$ cat src/pwm_pkg.sv
// Constants, register map and field layout shared by the pulse width modulator files
package pwm_pkg;
   // ------------------------------------------------------------
   // Structure
   // ------------------------------------------------------------
   localparam int CH_NUM = 4;
   localparam int DUTY_W = 16;
   localparam int PRESC_W = 12;
   localparam int ADDR_W = 8;
   localparam int DATA_W = 32;
   localparam int BE_W = 4;
   // ------------------------------------------------------------
   // Timing
   // ------------------------------------------------------------
   localparam int SYS_CLK_MHZ = 250;
   localparam int BASE_CLK_MHZ = 100;
   localparam int ACC_W = 9;
   localparam logic [ACC_W:0] SYS_STEP = (ACC_W + 1)'(SYS_CLK_MHZ);
   localparam logic [ACC_W:0] BASE_STEP = (ACC_W + 1)'(BASE_CLK_MHZ);
   localparam int DIV_MAX = 4096;
   localparam int TCNT_MAX = 65535;
   // ------------------------------------------------------------
   // Register map, byte addresses
   // ------------------------------------------------------------
   localparam logic [ADDR_W-1:0] CH_BASE_OFS = 8'h00;
   localparam logic [ADDR_W-1:0] PRESC_OFS = 8'h40;
   localparam logic [ADDR_W-1:0] ENABLE_OFS = 8'h44;
   localparam logic [ADDR_W-1:0] CTR_LOW_OFS = 8'h48;
   localparam logic [ADDR_W-1:0] CTR_HIGH_OFS = 8'h4c;
   localparam logic [ADDR_W-1:0] STATUS_OFS = 8'h50;
   localparam int CH_IDX_LSB = 4;
   localparam int FLD_LSB = 2;
   localparam logic [1:0] FLD_DUTY = 2'h0;
   localparam logic [1:0] FLD_TCNT = 2'h1;
   localparam logic [1:0] FLD_POL = 2'h2;
   // Enable register: bits 3:0 run, bits 11:8 restart strobes
   localparam int EN_RUN_LSB = 0;
   localparam int EN_RESTART_LSB = 8;
   // Status register: 3:0 levels, 11:8 period-done flags, 27:16 prescaler count
   localparam int STAT_LEVEL_LSB = 0;
   localparam int STAT_DONE_LSB = 8;
   localparam int STAT_PRESC_LSB = 16;
   // ------------------------------------------------------------
   // Reset values
   // ------------------------------------------------------------
   localparam logic [DUTY_W-1:0] DUTY_RST = 16'h0000;
   localparam logic [DUTY_W-1:0] TCNT_RST = 16'hffff;
   localparam logic [PRESC_W-1:0] PRESC_RST = 12'h000;
   localparam logic [CH_NUM-1:0] CH_BITS_RST = 4'h0;
endpackage

$ cat src/pwm_prescaler.sv
// Prescaler that turns base ticks into divided count ticks
`timescale 1ns/10ps
`default_nettype none

module pwm_prescaler (
   input wire logic clk_i,
   input wire logic reset_i,
   input wire logic base_tick_i,
   input wire logic [pwm_pkg::PRESC_W-1:0] factor_m1_i,
   output logic divided_count_clock_o,
   output logic [pwm_pkg::PRESC_W-1:0] count_o
);
   logic [pwm_pkg::PRESC_W-1:0] cnt_r;
   logic tick_r;
   wire at_end;
   wire [pwm_pkg::PRESC_W-1:0] cnt_nxt;

   // Compare with >= so that shrinking the factor never strands the count
   assign at_end = cnt_r >= factor_m1_i;
   assign cnt_nxt = !base_tick_i ? cnt_r : (at_end ? '0 : cnt_r + 1'b1);

   always_ff @(posedge clk_i) begin
      if (reset_i) begin
         cnt_r <= '0;
         tick_r <= 1'b0;
      end else begin
         cnt_r <= cnt_nxt;
         tick_r <= base_tick_i & at_end;
      end
   end

   assign divided_count_clock_o = tick_r;
   assign count_o = cnt_r;
endmodule // pwm_prescaler

`default_nettype wire

$ cat src/pwm_channel.sv
// One modulator channel: counter, shadowed settings and output stage
`timescale 1ns/10ps
`default_nettype none

module pwm_channel (
   input wire logic clk_i,
   input wire logic reset_i,
   input wire logic count_tick_i,
   input wire logic enable_i,
   input wire logic restart_i,
   input wire logic [pwm_pkg::DUTY_W-1:0] duty_i,
   input wire logic [pwm_pkg::DUTY_W-1:0] tcnt_i,
   input wire logic pol_i,
   output logic modulated_output_o,
   output logic [pwm_pkg::DUTY_W-1:0] counter_o,
   output logic period_end_o
);
   logic [pwm_pkg::DUTY_W-1:0] ctr_r;
   logic [pwm_pkg::DUTY_W-1:0] duty_act_r;
   logic [pwm_pkg::DUTY_W-1:0] tcnt_act_r;
   logic out_r;
   logic end_r;
   wire wrap;
   wire boundary;
   wire level;
   wire [pwm_pkg::DUTY_W-1:0] ctr_nxt;

   assign wrap = ctr_r >= tcnt_act_r;
   assign boundary = count_tick_i & wrap;
   // Settings are shadowed so a write mid-period cannot cut a pulse short
   assign ctr_nxt = (!enable_i || restart_i) ? '0 :
                    (!count_tick_i ? ctr_r : (wrap ? '0 : ctr_r + 1'b1));
   assign level = !enable_i ? 1'b0 :
                  (duty_act_r == '0) ? 1'b0 :
                  (duty_act_r >= tcnt_act_r) ? 1'b1 :
                  (ctr_r < duty_act_r);

   always_ff @(posedge clk_i) begin
      if (reset_i) begin
         ctr_r <= '0;
         duty_act_r <= pwm_pkg::DUTY_RST;
         tcnt_act_r <= pwm_pkg::TCNT_RST;
         out_r <= 1'b0;
         end_r <= 1'b0;
      end else begin
         ctr_r <= ctr_nxt;
         if (!enable_i || restart_i || boundary) begin
            duty_act_r <= duty_i;
            tcnt_act_r <= tcnt_i;
         end
         out_r <= level ^ pol_i;
         end_r <= enable_i & boundary;
      end
   end

   assign modulated_output_o = out_r;
   assign counter_o = ctr_r;
   assign period_end_o = end_r;
endmodule // pwm_channel

`default_nettype wire

$ cat src/four_channel_pwm.sv
// Four-channel pulse width modulator top with Avalon-MM register slave
`timescale 1ns/10ps
`default_nettype none

// What this block does
// - Four channels, each with its own duty, period and polarity.
// - All channel timing derives from a 100 MHz base tick.
// - Prescaler divides the base tick by a programmable factor up to 4096.
// - Channel counters advance on the divided count tick, not the base tick.
// - Counter values read back in pairs; writes there change nothing.
// - Each channel has a terminal count up to 65535 setting its period.
// - Each channel has a duty value setting its high time per period.
// - Duty of zero keeps the output low for the whole period.
// - Duty at or above terminal count keeps the output high.
// - Polarity invert setting flips the channel output.
// - Period is set by the terminal count and the shared prescaler factor, apart from duty.
module four_channel_pwm (
   input wire logic clk_i,
   input wire logic reset_i,
   input wire logic [pwm_pkg::ADDR_W-1:0] avs_address_i,
   input wire logic avs_read_i,
   input wire logic avs_write_i,
   input wire logic [pwm_pkg::DATA_W-1:0] avs_writedata_i,
   input wire logic [pwm_pkg::BE_W-1:0] avs_byteenable_i,
   output logic [pwm_pkg::DATA_W-1:0] avs_readdata_o,
   output logic avs_waitrequest_o,
   output logic [pwm_pkg::CH_NUM-1:0] modulated_output_o
);
   // ------------------------------------------------------------
   // Helpers
   // ------------------------------------------------------------
   // Byte-lane merge of a write into a stored word
   function automatic logic [pwm_pkg::DATA_W-1:0] be_merge(
      input logic [pwm_pkg::DATA_W-1:0] old_v,
      input logic [pwm_pkg::DATA_W-1:0] new_v,
      input logic [pwm_pkg::BE_W-1:0] be);
      logic [pwm_pkg::DATA_W-1:0] res;
      res = old_v;
      for (int b = 0; b < pwm_pkg::BE_W; b++) begin
         if (be[b]) begin
            res[b*8 +: 8] = new_v[b*8 +: 8];
         end
      end
      return res;
   endfunction

   // Zero-extend a narrow field into a bus word
   function automatic logic [pwm_pkg::DATA_W-1:0] widen16(
      input logic [pwm_pkg::DUTY_W-1:0] v);
      return {{(pwm_pkg::DATA_W - pwm_pkg::DUTY_W){1'b0}}, v};
   endfunction

   // ------------------------------------------------------------
   // Base tick generation
   // ------------------------------------------------------------
   // The system clock is not an integer multiple of the base rate, so a
   // phase accumulator spreads the ticks; the average rate is exact,
   // the spacing alternates between two and three system cycles.
   logic [pwm_pkg::ACC_W-1:0] base_acc_r;
   logic base_tick_r;
   wire [pwm_pkg::ACC_W:0] acc_sum;
   wire acc_wrap;
   wire [pwm_pkg::ACC_W:0] acc_left;
   wire [pwm_pkg::ACC_W-1:0] base_acc_nxt;

   assign acc_sum = {1'b0, base_acc_r} + pwm_pkg::BASE_STEP;
   assign acc_wrap = acc_sum >= pwm_pkg::SYS_STEP;
   assign acc_left = acc_wrap ? acc_sum - pwm_pkg::SYS_STEP : acc_sum;
   assign base_acc_nxt = acc_left[pwm_pkg::ACC_W-1:0];

   always_ff @(posedge clk_i) begin
      if (reset_i) begin
         base_acc_r <= '0;
         base_tick_r <= 1'b0;
      end else begin
         base_acc_r <= base_acc_nxt;
         base_tick_r <= acc_wrap;
      end
   end

   // ------------------------------------------------------------
   // Bus handshake
   // ------------------------------------------------------------
   // Every access waits exactly one cycle; read data is captured in the
   // first cycle and presented when waitrequest drops.
   logic ack_r;
   logic [pwm_pkg::DATA_W-1:0] rdata_r;
   wire req;
   wire first_cycle;
   wire wr_fire;

   assign req = avs_read_i | avs_write_i;
   assign first_cycle = req & ~ack_r;
   assign wr_fire = avs_write_i & ack_r;
   assign avs_waitrequest_o = req & ~ack_r;

   // ------------------------------------------------------------
   // Address decode
   // ------------------------------------------------------------
   wire ch_hit;
   wire [1:0] ch_idx;
   wire [1:0] fld;
   wire hit_duty;
   wire hit_tcnt;
   wire hit_pol;
   wire hit_presc;
   wire hit_enable;
   wire hit_ctr_low;
   wire hit_ctr_high;
   wire hit_status;
   wire [pwm_pkg::ADDR_W-1:0] ch_ofs;

   assign ch_ofs = avs_address_i - pwm_pkg::CH_BASE_OFS;
   assign ch_hit = avs_address_i < pwm_pkg::PRESC_OFS;
   assign ch_idx = ch_ofs[pwm_pkg::CH_IDX_LSB +: 2];
   assign fld = ch_ofs[pwm_pkg::FLD_LSB +: 2];
   assign hit_duty = ch_hit && (fld == pwm_pkg::FLD_DUTY);
   assign hit_tcnt = ch_hit && (fld == pwm_pkg::FLD_TCNT);
   assign hit_pol = ch_hit && (fld == pwm_pkg::FLD_POL);
   assign hit_presc = avs_address_i == pwm_pkg::PRESC_OFS;
   assign hit_enable = avs_address_i == pwm_pkg::ENABLE_OFS;
   assign hit_ctr_low = avs_address_i == pwm_pkg::CTR_LOW_OFS;
   assign hit_ctr_high = avs_address_i == pwm_pkg::CTR_HIGH_OFS;
   assign hit_status = avs_address_i == pwm_pkg::STATUS_OFS;

   // ------------------------------------------------------------
   // Configuration registers
   // ------------------------------------------------------------
   logic [pwm_pkg::DUTY_W-1:0] duty_r [pwm_pkg::CH_NUM];
   logic [pwm_pkg::DUTY_W-1:0] tcnt_r [pwm_pkg::CH_NUM];
   logic [pwm_pkg::CH_NUM-1:0] pol_r;
   logic [pwm_pkg::CH_NUM-1:0] run_r;
   logic [pwm_pkg::CH_NUM-1:0] restart_r;
   logic [pwm_pkg::PRESC_W-1:0] presc_r;
   wire [pwm_pkg::DATA_W-1:0] duty_word;
   wire [pwm_pkg::DATA_W-1:0] tcnt_word;
   wire [pwm_pkg::DATA_W-1:0] pol_word;
   wire [pwm_pkg::DATA_W-1:0] presc_word;
   wire [pwm_pkg::DATA_W-1:0] enable_word;
   wire [pwm_pkg::DATA_W-1:0] enable_old;

   assign duty_word = be_merge(widen16(duty_r[ch_idx]), avs_writedata_i, avs_byteenable_i);
   assign tcnt_word = be_merge(widen16(tcnt_r[ch_idx]), avs_writedata_i, avs_byteenable_i);
   assign pol_word = be_merge({{(pwm_pkg::DATA_W - 1){1'b0}}, pol_r[ch_idx]},
                              avs_writedata_i, avs_byteenable_i);
   assign presc_word = be_merge({{(pwm_pkg::DATA_W - pwm_pkg::PRESC_W){1'b0}}, presc_r},
                                avs_writedata_i, avs_byteenable_i);
   assign enable_old = {{(pwm_pkg::DATA_W - pwm_pkg::CH_NUM){1'b0}}, run_r};
   assign enable_word = be_merge(enable_old, avs_writedata_i, avs_byteenable_i);

   always_ff @(posedge clk_i) begin
      if (reset_i) begin
         for (int c = 0; c < pwm_pkg::CH_NUM; c++) begin
            duty_r[c] <= pwm_pkg::DUTY_RST;
            tcnt_r[c] <= pwm_pkg::TCNT_RST;
         end
      end else if (wr_fire) begin
         if (hit_duty) begin
            duty_r[ch_idx] <= duty_word[pwm_pkg::DUTY_W-1:0];
         end
         if (hit_tcnt) begin
            tcnt_r[ch_idx] <= tcnt_word[pwm_pkg::DUTY_W-1:0];
         end
      end
   end

   always_ff @(posedge clk_i) begin
      if (reset_i) begin
         pol_r <= pwm_pkg::CH_BITS_RST;
         run_r <= pwm_pkg::CH_BITS_RST;
         presc_r <= pwm_pkg::PRESC_RST;
      end else if (wr_fire) begin
         if (hit_pol) begin
            pol_r[ch_idx] <= pol_word[0];
         end
         if (hit_presc) begin
            presc_r <= presc_word[pwm_pkg::PRESC_W-1:0];
         end
         if (hit_enable) begin
            run_r <= enable_word[pwm_pkg::EN_RUN_LSB +: pwm_pkg::CH_NUM];
         end
      end
   end

   // Restart strobes self-clear; they read back as zero
   wire [pwm_pkg::CH_NUM-1:0] restart_nxt;
   wire restart_lane;

   assign restart_lane = avs_byteenable_i[pwm_pkg::EN_RESTART_LSB / 8];
   assign restart_nxt = (wr_fire && hit_enable && restart_lane) ?
                        avs_writedata_i[pwm_pkg::EN_RESTART_LSB +: pwm_pkg::CH_NUM] : '0;

   always_ff @(posedge clk_i) begin
      if (reset_i) begin
         restart_r <= pwm_pkg::CH_BITS_RST;
      end else begin
         restart_r <= restart_nxt;
      end
   end

   // ------------------------------------------------------------
   // Prescaler and channels
   // ------------------------------------------------------------
   wire divided_count_clock;
   wire [pwm_pkg::PRESC_W-1:0] presc_count;
   wire [pwm_pkg::DUTY_W-1:0] ctr [pwm_pkg::CH_NUM];
   wire [pwm_pkg::CH_NUM-1:0] period_end;

   // Factor register holds divide ratio minus one, so 4096 fits 12 bits
   pwm_prescaler u_prescaler (
      .clk_i(clk_i),
      .reset_i(reset_i),
      .base_tick_i(base_tick_r),
      .factor_m1_i(presc_r),
      .divided_count_clock_o(divided_count_clock),
      .count_o(presc_count)
   );

   for (genvar g = 0; g < pwm_pkg::CH_NUM; g++) begin : g_ch
      pwm_channel u_channel (
         .clk_i(clk_i),
         .reset_i(reset_i),
         .count_tick_i(divided_count_clock),
         .enable_i(run_r[g]),
         .restart_i(restart_r[g]),
         .duty_i(duty_r[g]),
         .tcnt_i(tcnt_r[g]),
         .pol_i(pol_r[g]),
         .modulated_output_o(modulated_output_o[g]),
         .counter_o(ctr[g]),
         .period_end_o(period_end[g])
      );
   end

   // ------------------------------------------------------------
   // Period-done flags
   // ------------------------------------------------------------
   // Write one to clear; a boundary in the clearing cycle keeps its flag
   logic [pwm_pkg::CH_NUM-1:0] done_r;
   wire [pwm_pkg::CH_NUM-1:0] done_clr;
   wire [pwm_pkg::CH_NUM-1:0] done_nxt;
   wire done_lane;

   assign done_lane = avs_byteenable_i[pwm_pkg::STAT_DONE_LSB / 8];
   assign done_clr = (wr_fire && hit_status && done_lane) ?
                     avs_writedata_i[pwm_pkg::STAT_DONE_LSB +: pwm_pkg::CH_NUM] : '0;
   assign done_nxt = (done_r & ~done_clr) | period_end;

   always_ff @(posedge clk_i) begin
      if (reset_i) begin
         done_r <= pwm_pkg::CH_BITS_RST;
      end else begin
         done_r <= done_nxt;
      end
   end

   // ------------------------------------------------------------
   // Read path
   // ------------------------------------------------------------
   wire [pwm_pkg::DATA_W-1:0] rd_ch;
   wire [pwm_pkg::DATA_W-1:0] rd_ctr_low;
   wire [pwm_pkg::DATA_W-1:0] rd_ctr_high;
   wire [pwm_pkg::DATA_W-1:0] rd_status;
   wire [pwm_pkg::DATA_W-1:0] rd_mux;

   assign rd_ch = hit_duty ? widen16(duty_r[ch_idx]) :
                  hit_tcnt ? widen16(tcnt_r[ch_idx]) :
                  hit_pol ? {{(pwm_pkg::DATA_W - 1){1'b0}}, pol_r[ch_idx]} : '0;
   // Counters are only read; no write path reaches them
   assign rd_ctr_low = {ctr[1], ctr[0]};
   assign rd_ctr_high = {ctr[3], ctr[2]};
   assign rd_status = {{(pwm_pkg::DATA_W - pwm_pkg::STAT_PRESC_LSB - pwm_pkg::PRESC_W){1'b0}},
                       presc_count,
                       {(pwm_pkg::STAT_PRESC_LSB - pwm_pkg::STAT_DONE_LSB
                         - pwm_pkg::CH_NUM){1'b0}},
                       done_r,
                       {(pwm_pkg::STAT_DONE_LSB - pwm_pkg::CH_NUM){1'b0}},
                       modulated_output_o};
   assign rd_mux = ch_hit ? rd_ch :
                   hit_presc ? {{(pwm_pkg::DATA_W - pwm_pkg::PRESC_W){1'b0}}, presc_r} :
                   hit_enable ? enable_old :
                   hit_ctr_low ? rd_ctr_low :
                   hit_ctr_high ? rd_ctr_high :
                   hit_status ? rd_status : '0;

   always_ff @(posedge clk_i) begin
      if (reset_i) begin
         ack_r <= 1'b0;
         rdata_r <= '0;
      end else begin
         ack_r <= first_cycle;
         if (first_cycle && avs_read_i) begin
            rdata_r <= rd_mux;
         end
      end
   end

   assign avs_readdata_o = rdata_r;
endmodule // four_channel_pwm

`default_nettype wire

$ cat config.mk
export PLATFORM = sky130hd
export DESIGN_NAME = four_channel_pwm
export DESIGN_NICKNAME = d
export VERILOG_FILES = /design/src/pwm_pkg.sv /design/src/pwm_prescaler.sv /design/src/pwm_channel.sv /design/src/four_channel_pwm.sv
export SDC_FILE = /design/constraint.sdc
export NUM_CORES = 1
export LEC_CHECK = 0
export ABC_AREA = 1
export BUFFER_PORTS_ARGS = -buffer_cell sky130_fd_sc_hd__buf_2
export CAP_MARGIN = 25
export CORE_MARGIN = 10
export CORE_UTILIZATION = 50
export DETAILED_ROUTE_END_ITERATION = 12
export PLACE_DENSITY_LB_ADDON = 0.1
export REMOVE_ABC_BUFFERS = 1
export SYNTH_ARGS = -nofsm -noshare
export SYNTH_HDL_FRONTEND = slang
export SYNTH_HIERARCHICAL = 1
export SYNTH_SLANG_ARGS = --single-unit
$ cat constraint.sdc
create_clock -name clk_i -period 3.47 [get_ports clk_i]
set_clock_uncertainty 0.05 [all_clocks]
set_input_delay 0.694 -clock clk_i [delete_from_list [all_inputs] [get_ports clk_i]]
set_output_delay 0.694 -clock clk_i [all_outputs]
set_load 0.01 [all_outputs]
==> out/results.tsv <==
stage	metric	value	unit
clock_network	clock transition at the registers of the reported paths	60	ps
die	Die Y	238	um
sta	worst slew pin tran	777	ps
logic_synthesis	synthesized cell area	0.0237	mm^2
detailed_routing	Vias	21400	
critical_path	WP data arrival	3410	ps
sta	RSZ-0062 raised after global routing	no	
critical_path	Max FO, Critical Path	18	
logic_synthesis	post-synth top area share	0.239	
sta	min Tclk post-route	2990	ps
clock_network	Clock Tree Buf Depth	3	
die	Ports	85	
placed_design	detailed-placement wirelength estimate	59400	um
die	core footprint	0.0467	mm^2
logic_synthesis	most frequent cell after synthesis	nand2_1	
sta	hold slack	336	ps
cells_and_area	final net count	3491	
clock_network	Root Driver	clkbuf_16	
pwr	Leak	0.0125	uW
cells_and_area	final core utilization	0.563	
placed_design	number of port buffers	66	
clock_network	cts bufs inserted	47	
die	Initial Util	0.508	
logic_synthesis	Yosys warnings	6	
status	run status	finished, final reports clean	
critical_path	Worst path max stage delay	580	ps
pwr	pwr/cell area	437	mW/mm^2
cells_and_area	synth-to-layout area growth	10.9	%
detailed_routing	routed vias/inst	5.52	
detailed_routing	residual DRC count	0	
pwr	Pwr Total	11500	uW
clock_network	Post-CTS Setup Repair Bufs	0	
logic_synthesis	sequential-to-total area share from yosys stat	0.402	
detailed_routing	Routed WL per cell	20.1	um
clock_network	post-cts sizing count	0	
clock_network	TritonCTS clock tree	built	
logic_synthesis	cell taking the most area after synthesis	dfxtp_1	
detailed_routing	final wirelength	77800	um
logic_synthesis	EDFF count, synth	128	
grt	largest net degree at the start of global routing	51	
critical_path	CP max stage cell	dfxtp_1	
logic_synthesis	FF+latch count, synth	411	
logic_synthesis	syn avg cell area	7.45	um^2
sta	Max Slew Vio Count	0	
sta	Hold Violations, Final	0	
sta	Worst slew margin	0.480	
logic_synthesis	synth cell count leaders	nand2_1 (875), inv_1 (343), nand3_1 (333), nor2_1 (322), dfxtp_1 (283)	
grt	initial antenna violation count	1	
critical_path	Startpoint Class	register	
clock_network	cts hold-fix bufs	0	
pwr	Peak VDD IR	0.341	mV
cells_and_area	Layout fillers	4512	
detailed_routing	1st-iter DRT viols	2060	
critical_path	Worst Path Required	3890	ps
worst_hold_path	Min-Delay Path Class	input pin to register	
critical_path	CP bufs+invs	1	
clock_network	Sink Count	411	
run	# Max-Cap Violations	0	
detailed_routing	router iterations before antenna repair	6	
critical_path	CP most frequent cell	nand2_1	
grt	Global Route Usage Sum	0.270	
logic_synthesis	synth top area cells	dfxtp_1 (24%), edfxtp_1 (16%), nand2_1 (14%)	
critical_path	crit path cell chain	ha_1 -> inv_1 -> o21bai_1 -> nand2_1 -> nand2_1 -> nand2_1 -> nand2_1 -> nand2_1 -> nand3_1 -> nand2_1 -> nand2_1 -> nand2_1 -> nand3_1	
grt	Congestion Overflow GR	0	
critical_path	CP Capture Type	register	
sta	# setup viols final	0	
cells_and_area	Antenna Cells	0	
critical_path	worst setup path class	register to register	
sta	Max Freq	335	MHz
die	die area	0.0565	mm^2
sta	final worst-path cycle share	0.861	
cells_and_area	fraction of layout cells with a size suffix above 1	0.0923	
critical_path	kind of cell adding the most delay to the critical path	simple AND/OR/NAND/NOR gates	
placed_design	Final GP Congestion	0.961	
logic_synthesis	Synth cell types	44	
detailed_routing	post-route ant nets	0	
die	Die W	238	um
grt	first-pass GRT wire length	118000	um
die	num rows	79	
logic_synthesis	Cells after Synth	3177	
clock_network	H-tree depth	2	
logic_synthesis	top_reg_cell synth	dfxtp_1	
clock_network	worst-skew pair later-pin latency	610	ps
logic_synthesis	asr flop ratio synth	0	
grt	number of global-route vias before repair	20300	
logic make-up after synthesis:
family | after synthesis | share of synthesized area
flip-flops | 411 | 0.402
buffers and inverters | 492 | 0.0840
multiplexers | 1 | 0.000423
XOR/XNOR | 31 | 0.0118
AND/OR/NAND/NOR | 1690 | 0.312
adder cells (fa/ha/maj) | 210 | 0.111
AO/OA/AOI/OAI | 342 | 0.0791
layer usage:
layer / vias to the layer above / wire length, um / GRT usage
li1: 10500 / - / -
met1: 10100 / 33500 / 0.353
met2: 709 / 34500 / 0.426
met3: 141 / 6050 / 0.0444
met4: 2 / 3730 / 0.134
met5: - / 18 / 0
sequential cells by signal (all words and copies together) (netlist names):
signal,flops
restart_r,4
pol_r,4
g_ch.u_channel/period_end_o,4
ack_r,1
presc_r,12
run_r,4
g_ch.u_channel/duty_act_r,64
g_ch.u_channel/counter_o,64
base_tick_r,1
done_r,4
g_ch.u_channel/modulated_output_o,4
duty_r,64
avs_readdata_o,32
base_acc_r,8
u_prescaler/count_o,12
u_prescaler/divided_count_clock_o,1
tcnt_r,64
g_ch.u_channel/tcnt_act_r,64
worst reg2reg max path: stages (launching register included):
cell and delay, ps:
dfxtp_1 580, ha_1 320, inv_1 60, o21bai_1 50, nand2_1 60, nand2_1 50
nand2_1 50, nand2_1 80, nand2_1 70, nand3_1 80, nand2_1 510, nand2_1 570
nand2_1 220, nand3_1 90
placed cells by master (no fill, tap or decap), drive strengths merged:
master      n
a21oi     221
a22oi      33
a31oi       4
buf       125
bufinv      5
clkbuf     58
clkinv     29
clkinvlp    2
dfxtp     283
edfxtp    128
ha        210
inv       368
mux2i       1
nand2     894
nand3     343
nand4      31
nor2      346
nor3       58
nor4       13
o21a        4
o21ai      62
o21bai     12
o22ai       5
o31ai       1
or2         5
xnor2      11
xor2       20
layout make-up:
class	instances	area (um^2)	area share
clock inverters	30	312	0.0119
clock buffers	58	1230	0.0467
repair buffers	125	811	0.0309
multi-input cells	2274	12200	0.466
well taps	607	759	0.0289
inverters	374	1400	0.0535
flip-flops and latches	411	9510	0.362
power breakdown:
part / switching, uW / total, uW / internal (uW) / leakage [uW]
Clock: 2150 / 5050 / 2900 / 0.000754
Combinational: 804 / 1190 / 385 / 0.00834
Sequential: 168 / 5240 / 5070 / 0.00340
path summary, 6_finish.rpt:
kind | slack (ps) | depth (start not counted) | startpoint | to
min reg2reg | 380 | 2 | g_ch[2].u_channel/period_end_o | done_r[2]
max | 480 | 13 | g_ch[0].u_channel/counter_o[1] | g_ch[0].u_channel/tcnt_act_r[0]
min | 340 | 3 | avs_writedata_i[3] | run_r[3]
max reg2reg | 480 | 13 | g_ch[0].u_channel/counter_o[1] | g_ch[0].u_channel/tcnt_act_r[0]
per-stage QoR:
| step | instances | setup WS (ps) | TNS (ps) | instance area [um^2] |
|---|---|---|---|---|
| after detailed placement | 3791 | 569 | 0 | 24700 |
| after floorplan | 3059 | -281 | -13410 | 23100 |
| after global routing | 3879 | 312 | 0 | 26300 |
| after global placement | 3791 | 566 | 0 | 24700 |
| after CTS | 3879 | 580 | 0 | 26300 |
| final | 3879 | 481 | 0 | 26300 |
No activity file was read; power rests on OpenSTA's default activity.
